$ cat src/dlc_pkg.sv
// constants shared by the dimmer level command logic
package dlc_pkg;
  // clock and timing
  localparam int CLK_HZ = 125_000_000;
  localparam int CYC_PER_MS = CLK_HZ / 1000;
  localparam int OFF2_WINDOW_S = 1;
  localparam int OFF2_WINDOW_MS = OFF2_WINDOW_S * 1000;
  localparam logic [8:0] STEP_PER_MS = 9'h0FF;
  // register byte offsets
  localparam logic [7:0] ADDR_CTRL = 8'h00;
  localparam logic [7:0] ADDR_ONOFF_VAL = 8'h04;
  localparam logic [7:0] ADDR_REL_LIM = 8'h08;
  localparam logic [7:0] ADDR_ABS_LIM = 8'h0C;
  localparam logic [7:0] ADDR_FADE_ONOFF = 8'h10;
  localparam logic [7:0] ADDR_FADE_REL = 8'h14;
  localparam logic [7:0] ADDR_FADE_ABS = 8'h18;
  localparam logic [7:0] ADDR_FADE_DN = 8'h1C;
  localparam logic [7:0] ADDR_STATUS = 8'h20;
  // control field positions
  localparam int CTRL_ONOFF_LSB = 0;
  localparam int CTRL_ONON_LSB = 2;
  localparam int CTRL_OFF_BIT = 4;
  localparam int CTRL_OFF2_BIT = 5;
  localparam int CTRL_DNP_LSB = 6;
  localparam int CTRL_RGB_LSB = 8;
  localparam int CTRL_ABSM_LSB = 12;
  localparam int CTRL_W = 14;
  // reaction, day/night policy, absolute mode and colour select codes
  localparam logic [1:0] REACT_NONE = 2'h0;
  localparam logic [1:0] REACT_FIX = 2'h1;
  localparam logic [1:0] REACT_LAST = 2'h2;
  localparam logic [1:0] REACT_HIGHER = 2'h2;
  localparam logic [1:0] DNP_OFF = 2'h0;
  localparam logic [1:0] DNP_NOW = 2'h1;
  localparam logic [1:0] DNP_NEXT = 2'h2;
  localparam logic [1:0] ABS_CLAMP = 2'h0;
  localparam logic [1:0] ABS_BELOW = 2'h1;
  localparam logic [1:0] ABS_ZERO = 2'h2;
  localparam logic [2:0] RGB_FIRST = 3'h0;
  localparam logic [2:0] RGB_SECOND = 3'h1;
  localparam logic [2:0] RGB_THIRD = 3'h2;
  localparam logic [2:0] RGB_MIN = 3'h3;
  localparam logic [2:0] RGB_MAX = 3'h4;
  // reset values
  localparam logic [13:0] CTRL_RST = 14'h0035;
  localparam logic [31:0] ONOFF_VAL_RST = 32'h0000_4DFF;
  localparam logic [23:0] REL_LIM_RST = 24'hFF_0101;
  localparam logic [23:0] ABS_LIM_RST = 24'hFF_0101;
  localparam logic [31:0] FADE_RST = 32'h01F4_01F4;
  localparam logic [15:0] FADE_DN_RST = 16'h07D0;
endpackage : dlc_pkg

$ cat src/dlc_ramp.sv
// fade step pacer: 255 steps per configured full sweep time
`timescale 1ns/1ps
module dlc_ramp (
  // clock and reset
  input wire logic pclk,
  input wire logic presetn,
  // pacing
  input wire logic ms_tick,
  input wire logic run,
  input wire logic restart,
  input wire logic [15:0] fade_ms,
  output logic step
);
  logic [17:0] acc;

  // zero fade time steps every cycle
  assign step = run && !restart && (acc >= {2'h0, fade_ms});

  // no divider: add 255 per ms, spend fade_ms per step
  always_ff @(posedge pclk or negedge presetn) begin
    if (!presetn) begin
      acc <= 18'h00000;
    end else if (!run || restart) begin
      acc <= 18'h00000;
    end else begin
      acc <= acc + (ms_tick ? {9'h000, dlc_pkg::STEP_PER_MS} : 18'h00000)
                 - (step ? {2'h0, fade_ms} : 18'h00000);
    end
  end
endmodule : dlc_ramp

$ cat src/dlc_rgb_pick.sv
// brightness byte taken from a colour value
`timescale 1ns/1ps
module dlc_rgb_pick (
  // colour in
  input wire logic [23:0] rgb,
  input wire logic [2:0] sel,
  // brightness out
  output logic [7:0] val
);
  logic [7:0] r;
  logic [7:0] g;
  logic [7:0] b;
  logic [7:0] lo;
  logic [7:0] hi;

  assign r = rgb[23:16];
  assign g = rgb[15:8];
  assign b = rgb[7:0];

  always_comb begin
    lo = (r < g) ? r : g;
    lo = (b < lo) ? b : lo;
    hi = (r > g) ? r : g;
    hi = (b > hi) ? b : hi;
    unique case (sel)
      dlc_pkg::RGB_FIRST: val = r;
      dlc_pkg::RGB_SECOND: val = g;
      dlc_pkg::RGB_THIRD: val = b;
      dlc_pkg::RGB_MIN: val = lo;
      dlc_pkg::RGB_MAX: val = hi;
      default: val = r;
    endcase
  end
endmodule : dlc_rgb_pick

$ cat src/dlc_top.sv
// dimmer level command interpreter with APB configuration
`timescale 1ns/1ps
module dlc_top #(
  parameter int MS_CYCLES = dlc_pkg::CYC_PER_MS
) (
  // clock and reset
  input wire logic pclk,
  input wire logic presetn,
  // apb slave
  input wire logic psel,
  input wire logic penable,
  input wire logic pwrite,
  input wire logic [7:0] paddr,
  input wire logic [31:0] pwdata,
  output logic [31:0] prdata,
  output logic pready,
  output logic pslverr,
  // switch telegram
  input wire logic sw_valid,
  input wire logic sw_value,
  // day/night telegram
  input wire logic dn_valid,
  input wire logic dn_value,
  // relative dimming telegram
  input wire logic rel_valid,
  input wire logic [3:0] rel_code,
  // absolute value telegram
  input wire logic abs_valid,
  input wire logic [7:0] abs_value,
  // colour telegram
  input wire logic rgb_valid,
  input wire logic [23:0] rgb_value,
  // output stage
  output logic [7:0] dim_level,
  output logic night_mode
);
  ////////////////////////////////////////////////////////////////////////////////
  // configuration registers
  logic [13:0] ctrl;
  logic [31:0] onoff_val;
  logic [23:0] rel_lim;
  logic [23:0] abs_lim;
  logic [31:0] fade_onoff;
  logic [31:0] fade_rel;
  logic [31:0] fade_abs;
  logic [15:0] fade_dn;
  // channel state
  logic [7:0] target;
  logic [7:0] last_level;
  logic [15:0] fade_ms;
  logic cmd_on;
  logic [9:0] win_cnt;
  logic [16:0] ms_cnt;
  logic ms_tick;
  logic step;
  logic [7:0] rgb_bright;
  // next values
  logic [7:0] next_level;
  logic [7:0] next_target;
  logic [7:0] next_last;
  logic [15:0] next_fade;
  logic next_cmd_on;
  logic next_night;
  logic restart;
  logic off_arm;

  logic apb_access;
  logic addr_ok;
  logic [1:0] onoff_react;
  logic [1:0] onon_react;
  logic off_fix;
  logic off2_en;
  logic [1:0] dn_policy;
  logic [1:0] abs_mode;
  logic use_night;
  logic [7:0] on_val;
  logic [7:0] off_val;

  assign onoff_react = ctrl[dlc_pkg::CTRL_ONOFF_LSB +: 2];
  assign onon_react = ctrl[dlc_pkg::CTRL_ONON_LSB +: 2];
  assign off_fix = ctrl[dlc_pkg::CTRL_OFF_BIT];
  assign off2_en = ctrl[dlc_pkg::CTRL_OFF2_BIT];
  assign dn_policy = ctrl[dlc_pkg::CTRL_DNP_LSB +: 2];
  assign abs_mode = ctrl[dlc_pkg::CTRL_ABSM_LSB +: 2];
  assign use_night = night_mode && (dn_policy != dlc_pkg::DNP_OFF);
  assign on_val = use_night ? onoff_val[15:8] : onoff_val[7:0];
  assign off_val = use_night ? onoff_val[31:24] : onoff_val[23:16];

  ////////////////////////////////////////////////////////////////////////////////
  // apb slave, zero wait states
  assign apb_access = psel && penable;
  assign pready = 1'b1;

  always_comb begin
    unique case (paddr)
      dlc_pkg::ADDR_CTRL, dlc_pkg::ADDR_ONOFF_VAL, dlc_pkg::ADDR_REL_LIM,
      dlc_pkg::ADDR_ABS_LIM, dlc_pkg::ADDR_FADE_ONOFF, dlc_pkg::ADDR_FADE_REL,
      dlc_pkg::ADDR_FADE_ABS, dlc_pkg::ADDR_FADE_DN, dlc_pkg::ADDR_STATUS: addr_ok = 1'b1;
      default: addr_ok = 1'b0;
    endcase
  end

  assign pslverr = apb_access && !addr_ok;

  always_ff @(posedge pclk or negedge presetn) begin
    if (!presetn) begin
      ctrl <= dlc_pkg::CTRL_RST;
      onoff_val <= dlc_pkg::ONOFF_VAL_RST;
      rel_lim <= dlc_pkg::REL_LIM_RST;
      abs_lim <= dlc_pkg::ABS_LIM_RST;
      fade_onoff <= dlc_pkg::FADE_RST;
      fade_rel <= dlc_pkg::FADE_RST;
      fade_abs <= dlc_pkg::FADE_RST;
      fade_dn <= dlc_pkg::FADE_DN_RST;
    end else if (apb_access && pwrite) begin
      unique case (paddr)
        dlc_pkg::ADDR_CTRL: ctrl <= pwdata[13:0];
        dlc_pkg::ADDR_ONOFF_VAL: onoff_val <= pwdata;
        dlc_pkg::ADDR_REL_LIM: rel_lim <= pwdata[23:0];
        dlc_pkg::ADDR_ABS_LIM: abs_lim <= pwdata[23:0];
        dlc_pkg::ADDR_FADE_ONOFF: fade_onoff <= pwdata;
        dlc_pkg::ADDR_FADE_REL: fade_rel <= pwdata;
        dlc_pkg::ADDR_FADE_ABS: fade_abs <= pwdata;
        dlc_pkg::ADDR_FADE_DN: fade_dn <= pwdata[15:0];
        default: ;
      endcase
    end
  end

  // read data latched in the setup cycle, stable through the access cycle
  always_ff @(posedge pclk or negedge presetn) begin
    if (!presetn) begin
      prdata <= 32'h0000_0000;
    end else if (psel && !penable && !pwrite) begin
      unique case (paddr)
        dlc_pkg::ADDR_CTRL: prdata <= {18'h00000, ctrl};
        dlc_pkg::ADDR_ONOFF_VAL: prdata <= onoff_val;
        dlc_pkg::ADDR_REL_LIM: prdata <= {8'h00, rel_lim};
        dlc_pkg::ADDR_ABS_LIM: prdata <= {8'h00, abs_lim};
        dlc_pkg::ADDR_FADE_ONOFF: prdata <= fade_onoff;
        dlc_pkg::ADDR_FADE_REL: prdata <= fade_rel;
        dlc_pkg::ADDR_FADE_ABS: prdata <= fade_abs;
        dlc_pkg::ADDR_FADE_DN: prdata <= {16'h0000, fade_dn};
        dlc_pkg::ADDR_STATUS: prdata <= {13'h0000, (dim_level != target), night_mode,
                                         (dim_level != 8'h00), target, dim_level};
        default: prdata <= 32'h0000_0000;
      endcase
    end
  end

  ////////////////////////////////////////////////////////////////////////////////
  // millisecond tick and second-OFF window
  always_ff @(posedge pclk or negedge presetn) begin
    if (!presetn) begin
      ms_cnt <= 17'h00000;
      ms_tick <= 1'b0;
    end else begin
      ms_tick <= (ms_cnt == 17'(MS_CYCLES - 1));
      ms_cnt <= (ms_cnt == 17'(MS_CYCLES - 1)) ? 17'h00000 : ms_cnt + 17'h00001;
    end
  end

  always_ff @(posedge pclk or negedge presetn) begin
    if (!presetn) begin
      win_cnt <= 10'h000;
    end else if (off_arm) begin
      win_cnt <= 10'(dlc_pkg::OFF2_WINDOW_MS);
    end else if (ms_tick && win_cnt != 10'h000) begin
      win_cnt <= win_cnt - 10'h001;
    end
  end

  ////////////////////////////////////////////////////////////////////////////////
  // helpers
  dlc_ramp u_ramp (
    .pclk(pclk),
    .presetn(presetn),
    .ms_tick(ms_tick),
    .run(dim_level != target),
    .restart(restart),
    .fade_ms(fade_ms),
    .step(step)
  );

  dlc_rgb_pick u_rgb (
    .rgb(rgb_value),
    .sel(ctrl[dlc_pkg::CTRL_RGB_LSB +: 3]),
    .val(rgb_bright)
  );

  ////////////////////////////////////////////////////////////////////////////////
  // command interpreter; one command per cycle, switch first, colour last
  always_comb begin
    logic [7:0] v;
    logic [7:0] lvl;
    logic [7:0] amin_on;
    logic [7:0] amin_off;
    logic [7:0] amax;
    logic off_req;
    logic nn;
    v = 8'h00;
    lvl = dim_level;
    amin_on = abs_lim[7:0];
    amin_off = abs_lim[15:8];
    amax = abs_lim[23:16];
    off_req = 1'b0;
    nn = night_mode;
    next_level = dim_level;
    next_target = target;
    next_last = last_level;
    next_fade = fade_ms;
    next_cmd_on = cmd_on;
    next_night = night_mode;
    restart = 1'b0;
    off_arm = 1'b0;
    if (sw_valid) begin
      restart = 1'b1;
      next_cmd_on = sw_value;
      if (sw_value) begin
        next_fade = fade_onoff[15:0];
        if (dim_level == 8'h00) begin
          if (onoff_react == dlc_pkg::REACT_FIX) begin
            next_target = on_val;
          end else if (onoff_react == dlc_pkg::REACT_LAST) begin
            next_target = (last_level != 8'h00) ? last_level : on_val;
          end
        end else begin
          if (onon_react == dlc_pkg::REACT_FIX) begin
            next_target = on_val;
          end else if (onon_react == dlc_pkg::REACT_HIGHER && on_val > dim_level) begin
            next_target = on_val;
          end
        end
      end else if (off2_en && win_cnt != 10'h000) begin
        next_level = 8'h00;
        next_target = 8'h00;
      end else begin
        off_arm = 1'b1;
        if (dim_level != 8'h00) begin
          next_last = dim_level;
        end
        if (off_fix) begin
          next_fade = fade_onoff[31:16];
          if (dim_level <= off_val) begin
            next_level = 8'h00;
            next_target = 8'h00;
          end else begin
            next_target = off_val;
          end
        end
      end
    end else if (dn_valid) begin
      nn = !dn_value;
      next_night = nn;
      if (dn_policy == dlc_pkg::DNP_NOW && nn != night_mode) begin
        restart = 1'b1;
        next_fade = fade_dn;
        if (cmd_on) begin
          next_target = nn ? onoff_val[15:8] : onoff_val[7:0];
        end else begin
          next_target = nn ? onoff_val[31:24] : onoff_val[23:16];
        end
      end
    end else if (rel_valid) begin
      restart = 1'b1;
      if (rel_code[2:0] == 3'h0) begin
        next_target = dim_level;
      end else if (rel_code[3]) begin
        if (dim_level <= rel_lim[23:16]) begin
          if (dim_level < rel_lim[15:8]) begin
            lvl = rel_lim[7:0];
          end
          next_level = lvl;
          next_target = rel_lim[23:16];
          next_fade = fade_rel[15:0];
        end
      end else if (dim_level >= rel_lim[15:8]) begin
        next_target = rel_lim[15:8];
        next_fade = fade_rel[31:16];
      end
    end else if (abs_valid || rgb_valid) begin
      restart = 1'b1;
      v = abs_valid ? abs_value : rgb_bright;
      if (v > amax) begin
        v = amax;
      end
      if (amin_off == 8'h00) begin
        off_req = (v == 8'h00);
      end else begin
        off_req = (v < amin_off) && ((abs_mode == dlc_pkg::ABS_BELOW) ||
                  (abs_mode == dlc_pkg::ABS_ZERO && v == 8'h00));
      end
      if (off_req) begin
        v = 8'h00;
      end else if (v < amin_off) begin
        v = amin_off;
      end
      if (v != 8'h00 && dim_level < amin_off) begin
        lvl = amin_on;
      end
      next_level = lvl;
      next_target = v;
      next_fade = (v >= lvl) ? fade_abs[15:0] : fade_abs[31:16];
    end else if (step && dim_level != target) begin
      next_level = (target > dim_level) ? dim_level + 8'h01 : dim_level - 8'h01;
    end
  end

  ////////////////////////////////////////////////////////////////////////////////
  // channel state
  always_ff @(posedge pclk or negedge presetn) begin
    if (!presetn) begin
      dim_level <= 8'h00;
      target <= 8'h00;
      fade_ms <= 16'h0000;
    end else begin
      dim_level <= next_level;
      target <= next_target;
      fade_ms <= next_fade;
    end
  end

  // restart lands in day mode
  always_ff @(posedge pclk or negedge presetn) begin
    if (!presetn) begin
      night_mode <= 1'b0;
      cmd_on <= 1'b0;
      last_level <= 8'h00;
    end else begin
      night_mode <= next_night;
      cmd_on <= next_cmd_on;
      last_level <= next_last;
    end
  end
endmodule : dlc_top

$ cat config.mk
export PLATFORM = sky130hd
export DESIGN_NAME = dlc_top
export DESIGN_NICKNAME = d
export VERILOG_FILES = /design/src/dlc_pkg.sv /design/src/dlc_ramp.sv /design/src/dlc_rgb_pick.sv /design/src/dlc_top.sv
export SDC_FILE = /design/constraint.sdc
export NUM_CORES = 1
export LEC_CHECK = 0
export BUFFER_PORTS_ARGS = -buffer_cell sky130_fd_sc_hd__buf_2
export CELL_PAD_IN_SITES_DETAIL_PLACEMENT = 1
export CELL_PAD_IN_SITES_GLOBAL_PLACEMENT = 1
export CORE_ASPECT_RATIO = 0.5
export CORE_UTILIZATION = 29
export DETAILED_ROUTE_END_ITERATION = 6
export PLACE_DENSITY = 0.58
export SYNTH_ARGS = -nofsm -noshare
export SYNTH_HDL_FRONTEND = slang
export SYNTH_HIERARCHICAL = 1
export SYNTH_SLANG_ARGS = --single-unit
$ cat constraint.sdc
create_clock -name pclk -period 7.15 [get_ports pclk]
set_input_delay 0.715 -clock pclk [delete_from_list [all_inputs] [get_ports pclk]]
set_output_delay 0.715 -clock pclk [all_outputs]
set_load 0.01 [all_outputs]
* Yosys cells after proc, flatten, opt, wreduce, memory -nomap -nowiden
Cells that the tools add are included.
** Operators by class
- Add/subtract/negate cells :: 6
- Multiply operators :: 0
- Div/mod/pow operators :: 0
- $lt $le $gt $ge :: 15
- Equality and inequality tests :: 41
- Shift operators :: 0
- Muxes and demuxes :: 94
- Bitwise logic cells :: 3
- Reductions and logical operators :: 52
** Operators by type and width (count)
- 2-to-1 mux 8 bit :: 60
- one-hot mux 32 bit (9 select lines) :: 1
- 2-to-1 mux 16 bit :: 14
- > comparator 8 bit :: 5
- < comparator 8 bit :: 5
- == test 8 x 5 -> 1 bit, second input constant :: 4
- zero test 8 bit :: 4
- one-hot mux 8 bit (4 select lines) :: 1
- nonzero test 8 bit :: 3
- 2-to-1 mux 10 bit :: 2
- adder 18 bit :: 1
- >= comparator 18 x 16 -> 1 bit :: 1
- 2-to-1 mux 18 bit :: 1
- AND reduction 2 bit :: 9
- subtractor 18 bit :: 1
- adder 17 x 1 -> 17 bit, second input constant :: 1
- == test 17 bit, second input constant :: 1
- 2-to-1 mux 17 bit :: 1
- == test 8 x 4 -> 1 bit, second input constant :: 2
- >= comparator 8 bit :: 2
- <= comparator 8 bit :: 2
- logical AND 1 bit :: 16
- 2-to-1 mux 1 bit :: 14
- AND reduction 7 bit :: 2
- 33 further kinds :: 58
** Storage, ports and cells
- Flip-flop bits (word level) :: 326
- Bits in latches :: 0
- Memory bits (writable) :: 0
- Bits in read-only memories :: 0
- Input bits :: 88
- Output and inout port bits :: 43
- Logic and storage cells :: 230
- Memories :: 0

* Logic depth before layout (Yosys ltp)
Gate-level depths: netlist of run 1.
- Word-level depth :: 39
- Mapped depth :: 46
- Depth with buffers taken out :: 41

* Modules after synthesis
The synthesis of run 1 kept the hierarchy.
** By module, submodules not included
- dlc_top :: times used 1, cells an instance 1675, area each 17718.2 um2, sequential area each 7805.0 um2
- dlc_ramp :: times used 1, cells an instance 303, area each 2497.4 um2, sequential area each 450.4 um2
- dlc_rgb_pick :: times used 1, cells an instance 203, area each 1415.1 um2, sequential area each 0.0 um2

* Worst setup path after synthesis of run 1
Ideal clock, no wire load.
- Path kind :: input to register
- Start point :: input port rgb_value[13]
- End point :: register fade_ms[10]
- Library setup time :: 0.141 ns
- Arrival :: 9.331 ns
- Required time :: 7.009 ns
- Slack :: -2.322 ns
- Cell stages on the path :: 42
- Buffers on the path :: 5
- Cells stage by stage :: inv_1 ha_1 a211oi_2 o21bai_4 nor2_2 buf_2 nand2_1 o21ai_0 inv_1 ha_1 a21o_1 a21o_1 a221oi_1 nor2_1 a31o_2 a221o_1 mux2_2 ha_1 [... 6 more ...] ha_1 nand4_1 or2_2 and3_1 a22o_1 a211oi_4 buf_6 mux2i_1 ha_1 and3_1 a21oi_1 o21ai_0 o41a_1 clkbuf_1 buf_1 mux2_2 o211ai_1 a31oi_1
** On the way
- Word-level cells in the longest chain between the ends :: 39
- Elaborated cells on any way between the ends :: 45
- Classes of those cells :: order compare: 7; mux: 32; reduce/logical: 6
** RTL lines
- from (decl) :: line dlc_top.sv:32 : input wire logic [23:0] rgb_value,
- > comparator 8 bit / < comparator 8 bit (equally long branches) :: line dlc_rgb_pick.sv:23, dlc_rgb_pick.sv:21
- 2-to-1 mux 8 bit (on tied branches) :: line dlc_rgb_pick.sv:23, dlc_rgb_pick.sv:21
- > comparator 8 bit / < comparator 8 bit (equally long branches) :: line dlc_rgb_pick.sv:24, dlc_rgb_pick.sv:22
- 2-to-1 mux 8 bit (on tied branches) :: line dlc_rgb_pick.sv:24, dlc_rgb_pick.sv:22
- one-hot mux 8 bit (4 select lines) (*) :: line dlc_rgb_pick.sv:25 : unique case (sel)
- net rgb_bright[1] :: line dlc_top.sv:56 : logic [7:0] rgb_bright;
- 2-to-1 mux 8 bit (*) :: line dlc_top.sv:283 : v = abs_valid ? abs_value : rgb_bright;
- > comparator 8 bit :: line dlc_top.sv:284 : if (v > amax) begin
- [... 24 more ...]
- 2-to-1 mux 8 bit :: line dlc_top.sv:252 : end else if (dn_valid) begin
- 2-to-1 mux 8 bit :: line dlc_top.sv:216 : if (sw_valid) begin
- >= comparator 8 bit (*) :: line dlc_top.sv:303 : next_fade = (v >= lvl) ? fade_abs[15:0] : fade_abs[31:16];
- 2-to-1 mux 16 bit (*) :: line dlc_top.sv:303
- 2-to-1 mux 16 bit (*) :: line dlc_top.sv:281 : end else if (abs_valid || rgb_valid) begin
- 2-to-1 mux 16 bit (*) :: line dlc_top.sv:264 : end else if (rel_valid) begin
- 2-to-1 mux 16 bit (*) :: line dlc_top.sv:252
- 2-to-1 mux 16 bit (*) :: line dlc_top.sv:216
- to (signal assigned) :: line dlc_top.sv:319 : fade_ms <= next_fade;
- to (decl) :: line dlc_top.sv:50 : logic [15:0] fade_ms;
Mark *: on every way through the listed nets, which the timed path passes. The select of a mux whose other input is x is not followed.
A chain may end at the register's enable or synchronous reset.

* Worst setup path after layout of run 1
- Start point :: input port rgb_value[14]
- End point :: register fade_ms[7]
Same word-level chain as after synthesis.

==> summary.md, run 1 <==
| Metric | Value |
|---|---|
| Reg2reg end | fade_ms[7]$_DFFE_PN0P_ |
| Port bufs | about 130 |
| FF-to-FF setup slack | -150 ps |
| Max Slew Vio Count | 0 |
| IO Count | between 100 and 150 |
| Vias per cell | about 5.5 |
| Starting DRC count in detailed routing | 1319 |
| # rows | 70 |
| Final core utilization | 0.367 |
| Hold WC Path Type | in2async |
| Largest family of logic cells by synthesized area | multiplexers |
| Synth Warn # | 6 |
| Setup WS post-layout | -1550 ps |
| CP Data Required Time | roughly 7600 ps |
| Avg WL per Cell | 25.1 µm |
| Worst Reg-to-Reg Cells | 32 |
| Gr ovfl total | 0 |
| Die Height | 195 µm |
| Yosys reg bits | roughly 330 |
| Tmin final | between 8000 and 9000 ps |
| Vias in the first global route | about 20000 |
| Routed WL | 86600 µm |
| Layout area overhead | 24.5% |
| Setup TNS | -24670 ps |
| Min Hold Slack | ~190 ps |
| Gpl congestion | a little under 0.9 |
| First-pass GRT wire length | around 130000 µm |
| Max-cap viol count | 0 |
| Share of the synthesized area in the top cell type | 0.287 |
| Final Skew | 24.7 ps |
| Largest stage delay on the critical path | slightly above 500 ps |
| Max rail drop VDD | approximately 0.14 mV |
| Area contributors post-synth | dfrtp_1 29%, mux2_2 12%, dfstp_2 9.5% |
| RSZ-0062 raised after global routing | true |
| Leak | about 12 nW |
| Post-synthesis async set-or-reset flop share | 1.00 |
| DP HPWL | a little over 60000 µm |
| Slew headroom | 0.162 |
| Synthesized area | between 20000 and 25000 µm² |
| DR DRC count | 0 |
| Post-layout nets | 2692 |
| Post-route antenna net violation count | 0 |
| Leading area contributor after synthesis | dfrtp_1 |
| Slew @ Worst Pin | 1250 ps |
| Post-Synthesis Net Count | 2423 |
| Starting Density | 0.295 |
| Core Area | around 73000 µm² |
| Period utilisation layout | 1.22 |
| Achievable Freq | approximately 0.11 GHz |
| Root buffer cell | clkbuf_16 |
| Library cells used by synthesis | 99 |
| TritonCTS clock tree | done |
| Initial antenna violation count | 6 |
| Outcome | complete, but fails checks |
| Die area | 75800 µm² |
| PwrDens | around 230 nW/µm² |
| Inst Count DP | roughly 3300 |
| Final std cells w/o fill | approximately 3500 |
| Compound-cell area share of the yosys netlist | 0.169 |
| Adder-cell share of the synthesized area | 0.0922 |
| Crit path DAT | 9130 ps |
| Violated checks | setup timing |
| DRT Pass-1 Iters | 7 |
| Crit path kind | in2reg |
| Width of the chip | slightly below 400 µm |
| Clock-pin slew on the worst setup and hold paths | 60 ps |
| Crit Reg-Reg Startpoint | ctrl[9]$_DFFE_PN0P_ |
| Post-synthesis xor/xnor area fraction | 0.0160 |
| Slowest cell on the critical path | o41a_4 |
| Post-Synthesis Cells | 2181 |
| Mux cell area share after synthesis | 0.176 |
| Pin count of the biggest net entering global routing | ~160 |
| Layout cells sized above 1 | 0.342 |
| Number of CTS-inserted buffers | 38 |
| Total Routing Usage GR | 0.227 |
| Most used flip-flop cell after synthesis | dfrtp_1 |
| Clock Sinks | between 300 and 400 |
| Type of element capturing the critical path | register |
| Fin. Hold Viols | 0 |
| Total number of vias | about 19000 |
| Post-cts hold buffer count | 0 |
| Setup Viol. Count Final | 19 |
| Simple-gate share of the synthesized area | 0.122 |
| Number of synthesized flops with an enable pin | 0 |
| Register area share after synthesis | 0.382 |
| CP Launch Type | input port |
| Syn avg cell area | roughly 9.9 µm² |
| CTS max path bufs | 3 |
| Worst-path fanout max | 8 |
| Worst-skew pair later-pin latency | slightly below 600 ps |
| H-Tree Depth | 2 |
-- cell type report --
cell class	instances	area, µm²
inverters	124	500
diodes	2	5.00
repair buffers	341	2400
clock buffers	56	1060
fillers	8300	46500
flip-flops and latches	326	8260
multi-input cells	1619	13300
well taps	972	1220
clock inverters	14	169
-- synthesized netlist by cell type, drive strengths merged (33+ instances only) --
cell type,instances
a21o,33
a21oi,74
a31oi,64
buf,34
clkbuf,78
dfrtp,248
dfstp,78
ha,145
inv,123
mux2,226
mux2i,106
nand2,186
nand3,43
nor2,155
o211ai,35
o21ai,136
-- state kept, by name, indices dropped and copies added, names as in the netlist, 10 cells and up --
name	count
u_ramp/acc	18
fade_ms	16
onoff_val	32
fade_dn	16
ctrl	14
win_cnt	10
ms_cnt	17
prdata	32
fade_abs	32
rel_lim	24
fade_rel	32
fade_onoff	32
abs_lim	24
-- layer usage --
metal	global-route usage	share of wire
met5	0	0.00076
met2	0.373	0.46
met1	0.316	0.47
met3	0.0292	0.046
met4	0.0540	0.021
-- metrics by stage --
| stage | setup WS (ps) | cell area, µm² | total power [W] |
|---|---|---|---|
| finish | -1550 | 26900 | 0.00627 |
| CTS | -1400 | 26300 | 0.00624 |
| floorplan | -1680 | 22000 | 0.00344 |
| global placement | -2170 | 24800 | 0.00413 |
| global route | -1930 | 26900 | 0.00660 |
| detailed placement | -2420 | 24800 | 0.00418 |
-- power breakdown --
group / leakage [nW] / internal (W) / switching (W) / total (W)
registers: 4.01 / 0.00197 / 0.000127 / 0.00210
clock network: 0.596 / 0.00114 / 0.000868 / 0.00201
logic: 7.64 / 0.000889 / 0.00126 / 0.00215
-- how the worst max path moves through the flow --
stage | slack, ps | start | end
2_1_floorplan | -1680 | rgb_value[15] | fade_ms[7]$_DFFE_PN0P_
3_3_place_gp | -2170 | rgb_value[15] | fade_ms[7]$_DFFE_PN0P_
3_5_place_dp | -2420 | rgb_value[15] | fade_ms[7]$_DFFE_PN0P_
4_1_cts | -1400 | rgb_value[16] | fade_ms[7]$_DFFE_PN0P_
5_1_grt | -1930 | rgb_value[14] | fade_ms[5]$_DFFE_PN0P_
6_report | -1550 | rgb_value[14] | fade_ms[7]$_DFFE_PN0P_
-- cells by family (layout without fill, tap and decap cells) --
logic type	after synthesis	count (layout)
flops	326	326
compound gates	528	528
simple gates	558	558
mux	340	340
fa+ha+maj	154	154
buf+inv	236	535
other cells	1	3
xor+xnor	38	38
-- placed cells by master (no fill, tap or decap), drive strengths merged, types with 9 or more instances in the layout --
cell	Yosys	layout
nand3	43	43
nor4	15	15
nand2	186	186
a211oi	22	22
buf	34	341
inv	123	125
xor2	20	20
clkbuf	78	56
a21o	33	33
and3	23	23
o211ai	35	35
nor2b	26	26
nor3	28	28
ha	145	145
nand2b	13	13
nor2	155	155
a221oi	25	25
a221o	9	9
mux2	226	226
xnor2	17	17
fa	9	9
nand4	20	20
a31oi	64	64
a222oi	23	23
a41oi	11	11
o21a	11	11
a21oi	74	74
a22oi	15	15
o221ai	13	13
dfstp	78	78
o21ai	136	136
and2	9	9
mux2i	106	106
dfrtp	248	248
-- critical path: cells and delay by family --
family | cells | cell delay [ps]
AND/OR/NAND/NOR | 5 | 830
multiplexers | 5 | 1500
adder cells (fa/ha/maj) | 5 | 1300
buffers and inverters | 7 | 970
AO/OA/AOI/OAI | 21 | 3770
-- what timing repair did --
item	4_1_cts	5_1_grt
gates resized for setup	44	87
pin swaps	13	56
buffers inserted	15	22
cloned	1	0
setup endpoints to repair	32	32
Power figures use the tool's default switching activity.
==> run 2, diff against run 1 <==
- PLACE_DENSITY: 0.58 -> 0.56
- clock period: 7.15 -> 8.2 ns (I/O delays scaled with it)
==> summary.md, run 2 (same netlist as run 1, synthesis figures left out) <==
| Metric | Value |
|---|---|
| Outcome | complete, but fails checks |
| Violated checks | setup timing |
| Total number of vias | 18826 (-1.1%) |
| H-Tree Depth | 2 (unchanged) |
| Slowest cell on the critical path | o41a_4 |
| DP HPWL | 62400 µm (+0.47%) |
| Setup Viol. Count Final | 16 (-3) |
| Width of the chip | 388 µm (unchanged) |
| DR DRC count | 0 (unchanged) |
| Starting DRC count in detailed routing | 1286 (-2.5%) |
| Switching Fraction | 0.355 (-0.00581) |
| Reg2reg end | fade_ms[10]$_DFFE_PN0P_ |
| CTS max path bufs | 3 (unchanged) |
| DRT Pass-1 Iters | 6 (-1) |
| Post-layout nets | 2673 (-0.71%) |
| Combinational power share | 0.332 (-0.012) |
| Placed cell area | 24700 µm² (-0.27%) |
| Setup WS post-layout | -543 ps (+1010 ps) |
| Inst Count DP | 3337 (-0.27%) |
| Root buffer cell | clkbuf_16 |
| TritonCTS clock tree | done |
| Tmin final | 8740 ps |
| Gpl congestion | 0.896 (+0.17%) |
| CP Launch Type | input port |
| Max rail drop VDD | 0.118 mV (-17%) |
| Slew @ Worst Pin | 1160 ps (-95.3 ps) |
| Fin area | 26700 µm² (-0.72%) |
| Post-cts hold buffer count | 0 (unchanged) |
| Number of CTS-inserted buffers | 38 (unchanged) |
| Hold WC Path Type | in2async |
| Vias in the first global route | 19695 (-1.1%) |
| Slew headroom | 0.229 (+0.0674) |
| Layout area overhead | 23.6% |
| Worst-path fanout max | 8 (unchanged) |
| Most common cell after layout, fill and taps aside | dfrtp_1 |
| Worst Reg-to-Reg Cells | 31 (-3.1%) |
| Gr ovfl total | 0 (unchanged) |
| IO Count | 131 (unchanged) |
| Largest stage delay on the critical path | 430 ps (-80 ps) |
| Commonest cells after routing, fill and taps aside | 248 x dfrtp_1, 213 x mux2_2, 185 x buf_4 |
| Routed WL | 86700 µm (+0.16%) |
| Period utilisation layout | 1.07 |
| Worst setup path endpoint | fade_ms[10]$_DFFE_PN0P_ |
| Max Slew Vio Count | 0 (unchanged) |
| Type of element capturing the critical path | register |
| First-pass GRT wire length | 131000 µm (+0.86%) |
| Design Power | 0.00553 W (-12%) |
| Die Height | 195 µm (unchanged) |
| Switch Pwr | 0.00196 W (-13%) |
| Final Skew | 31.4 ps (+6.72 ps) |
| Leak | 12.2 nW (-0.26%) |
| Clock Sinks | 326 (unchanged) |
| Total Routing Usage GR | 0.229 (+0.00198) |
| Avg WL per Cell | 25.2 µm (+0.65%) |
| Core Area | 73400 µm² (unchanged) |
| Max-cap viol count | 0 (unchanged) |
| Crit path kind | in2reg |
| Final std cells w/o fill | 3437 (-0.49%) |
| Setup TNS | -7810 ps (+16860 ps) |
| Die area | 75800 µm² (unchanged) |
| Initial antenna violation count | 5 (-1) |
| RSZ-0062 raised after global routing | true |
| Achievable Freq | between 0.1 and 0.15 GHz |
| Pre-CTS WS | -1330 ps (+1090 ps) |
| Crit Reg-Reg Startpoint | ctrl[9]$_DFFE_PN0P_ |
| Critical path launch point | rgb_value[14] |
| Layout cells sized above 1 | 0.334 (-0.00833) |
| PwrDens | 207 nW/µm² (-11%) |
| Vias per cell | 5.48 (-0.65%) |
| Filler Cells Inserted | 8265 (-0.42%) |
| Fin. Hold Viols | 0 (unchanged) |
| CP Data Required Time | 8590 ps (+1010 ps) |
| Most used cell, CP | ha_4 |
| Cell internal pwr | 0.00357 W (-11%) |
| # rows | 70 (unchanged) |
| FF-to-FF setup slack | 640 ps (+790 ps) |
| Port bufs | 129 (unchanged) |
| Post-route antenna net violation count | 0 (unchanged) |
| Starting Density | 0.295 (unchanged) |
| Worst-skew pair later-pin latency | 580 ps (about the same) |
| Share of power burned in registers | 0.332 (-0.003) |
| Clock-pin slew on the worst setup and hold paths | 60 ps (about the same) |
| Clock share of power | 0.336 (+0.015) |
| Crit path DAT | 9130 ps (about the same) |
| Pin count of the biggest net entering global routing | 129 (-17%) |
-- run 2: cell count changes in the layout (fill, tap and decap cells not counted), sizes merged --
cell	previous run	this run
buf	341	322
inv	125	126
diode	2	4
clkbuf	56	55
clkinvlp	2	1
bufinv	3	4
-- run 2: per-stage QoR --
stage,utilization,hold WS (ps)
floorplan,-,452
global placement,0.337,482
detailed placement,0.337,480
CTS,0.360,214
global route,0.364,232
finish,0.364,205
-- run 2: timing repair --
item                                    CTS  global route
gates resized for setup                  52            48
pin swaps                                33            23
gates cloned                              1             1
buffers inserted                         17             8
endpoints found under the setup margin   16            16
-- run 2: critical path, delay by kind of cell --
| family | cells | cell delay [ps] |
|---|---|---|
| simple gates | 5 | 950 |
| compound gates | 21 | 3810 |
| mux | 5 | 1440 |
| fa+ha+maj | 5 | 1360 |
| buf+inv | 5 | 670 |
-- run 2: metal layers --
| layer | GRT usage | wire (µm) |
|---|---|---|
| met4 | 0.0485 | 1520 |
| met5 | 0 | 23 |
| met2 | 0.372 | 40100 |
| met1 | 0.324 | 41000 |
| met3 | 0.0292 | 4050 |
-- run 2: layout make-up --
cell class | count | area (µm²) | area share
Sequential cell | 326 | 8260 | 0.309
Clock inverter | 15 | 208 | 0.00777
Timing Repair Buffer | 322 | 2230 | 0.0833
Tap cell | 972 | 1220 | 0.0455
Inverter | 124 | 500 | 0.0187
Multi-Input combinational cell | 1619 | 13200 | 0.493
Antenna cell | 4 | 10.0 | 0.000374
Clock buffer | 55 | 1120 | 0.0421
-- run 2: power by group through the flow --
stage          clock (W)  combinational [W]  sequential (W)
4_1_cts          0.00189            0.00182         0.00184
2_1_floorplan          0            0.00116         0.00184
5_1_grt          0.00194            0.00205         0.00185
3_5_place_dp           0            0.00178         0.00186
6_report         0.00186            0.00184         0.00183
3_3_place_gp           0            0.00174         0.00186
-- run 2: how the worst min path moves through the flow --
stage | endpoint | slack (ps) | from | cells past startpoint
6_report | dim_level[3]$_DFFE_PN0P_ | 210 | presetn | 1
5_1_grt | rel_lim[1]$_DFFE_PN0P_ | 230 | presetn | 1
4_1_cts | abs_lim[5]$_DFFE_PN0P_ | 210 | presetn | 1
3_5_place_dp | ms_cnt[4]$_DFF_PN0_ | 480 | ms_cnt[4]$_DFF_PN0_ | 1
3_3_place_gp | ms_cnt[12]$_DFF_PN0_ | 480 | ms_cnt[12]$_DFF_PN0_ | 1
2_1_floorplan | ms_cnt[4]$_DFF_PN0_ | 450 | ms_cnt[4]$_DFF_PN0_ | 1
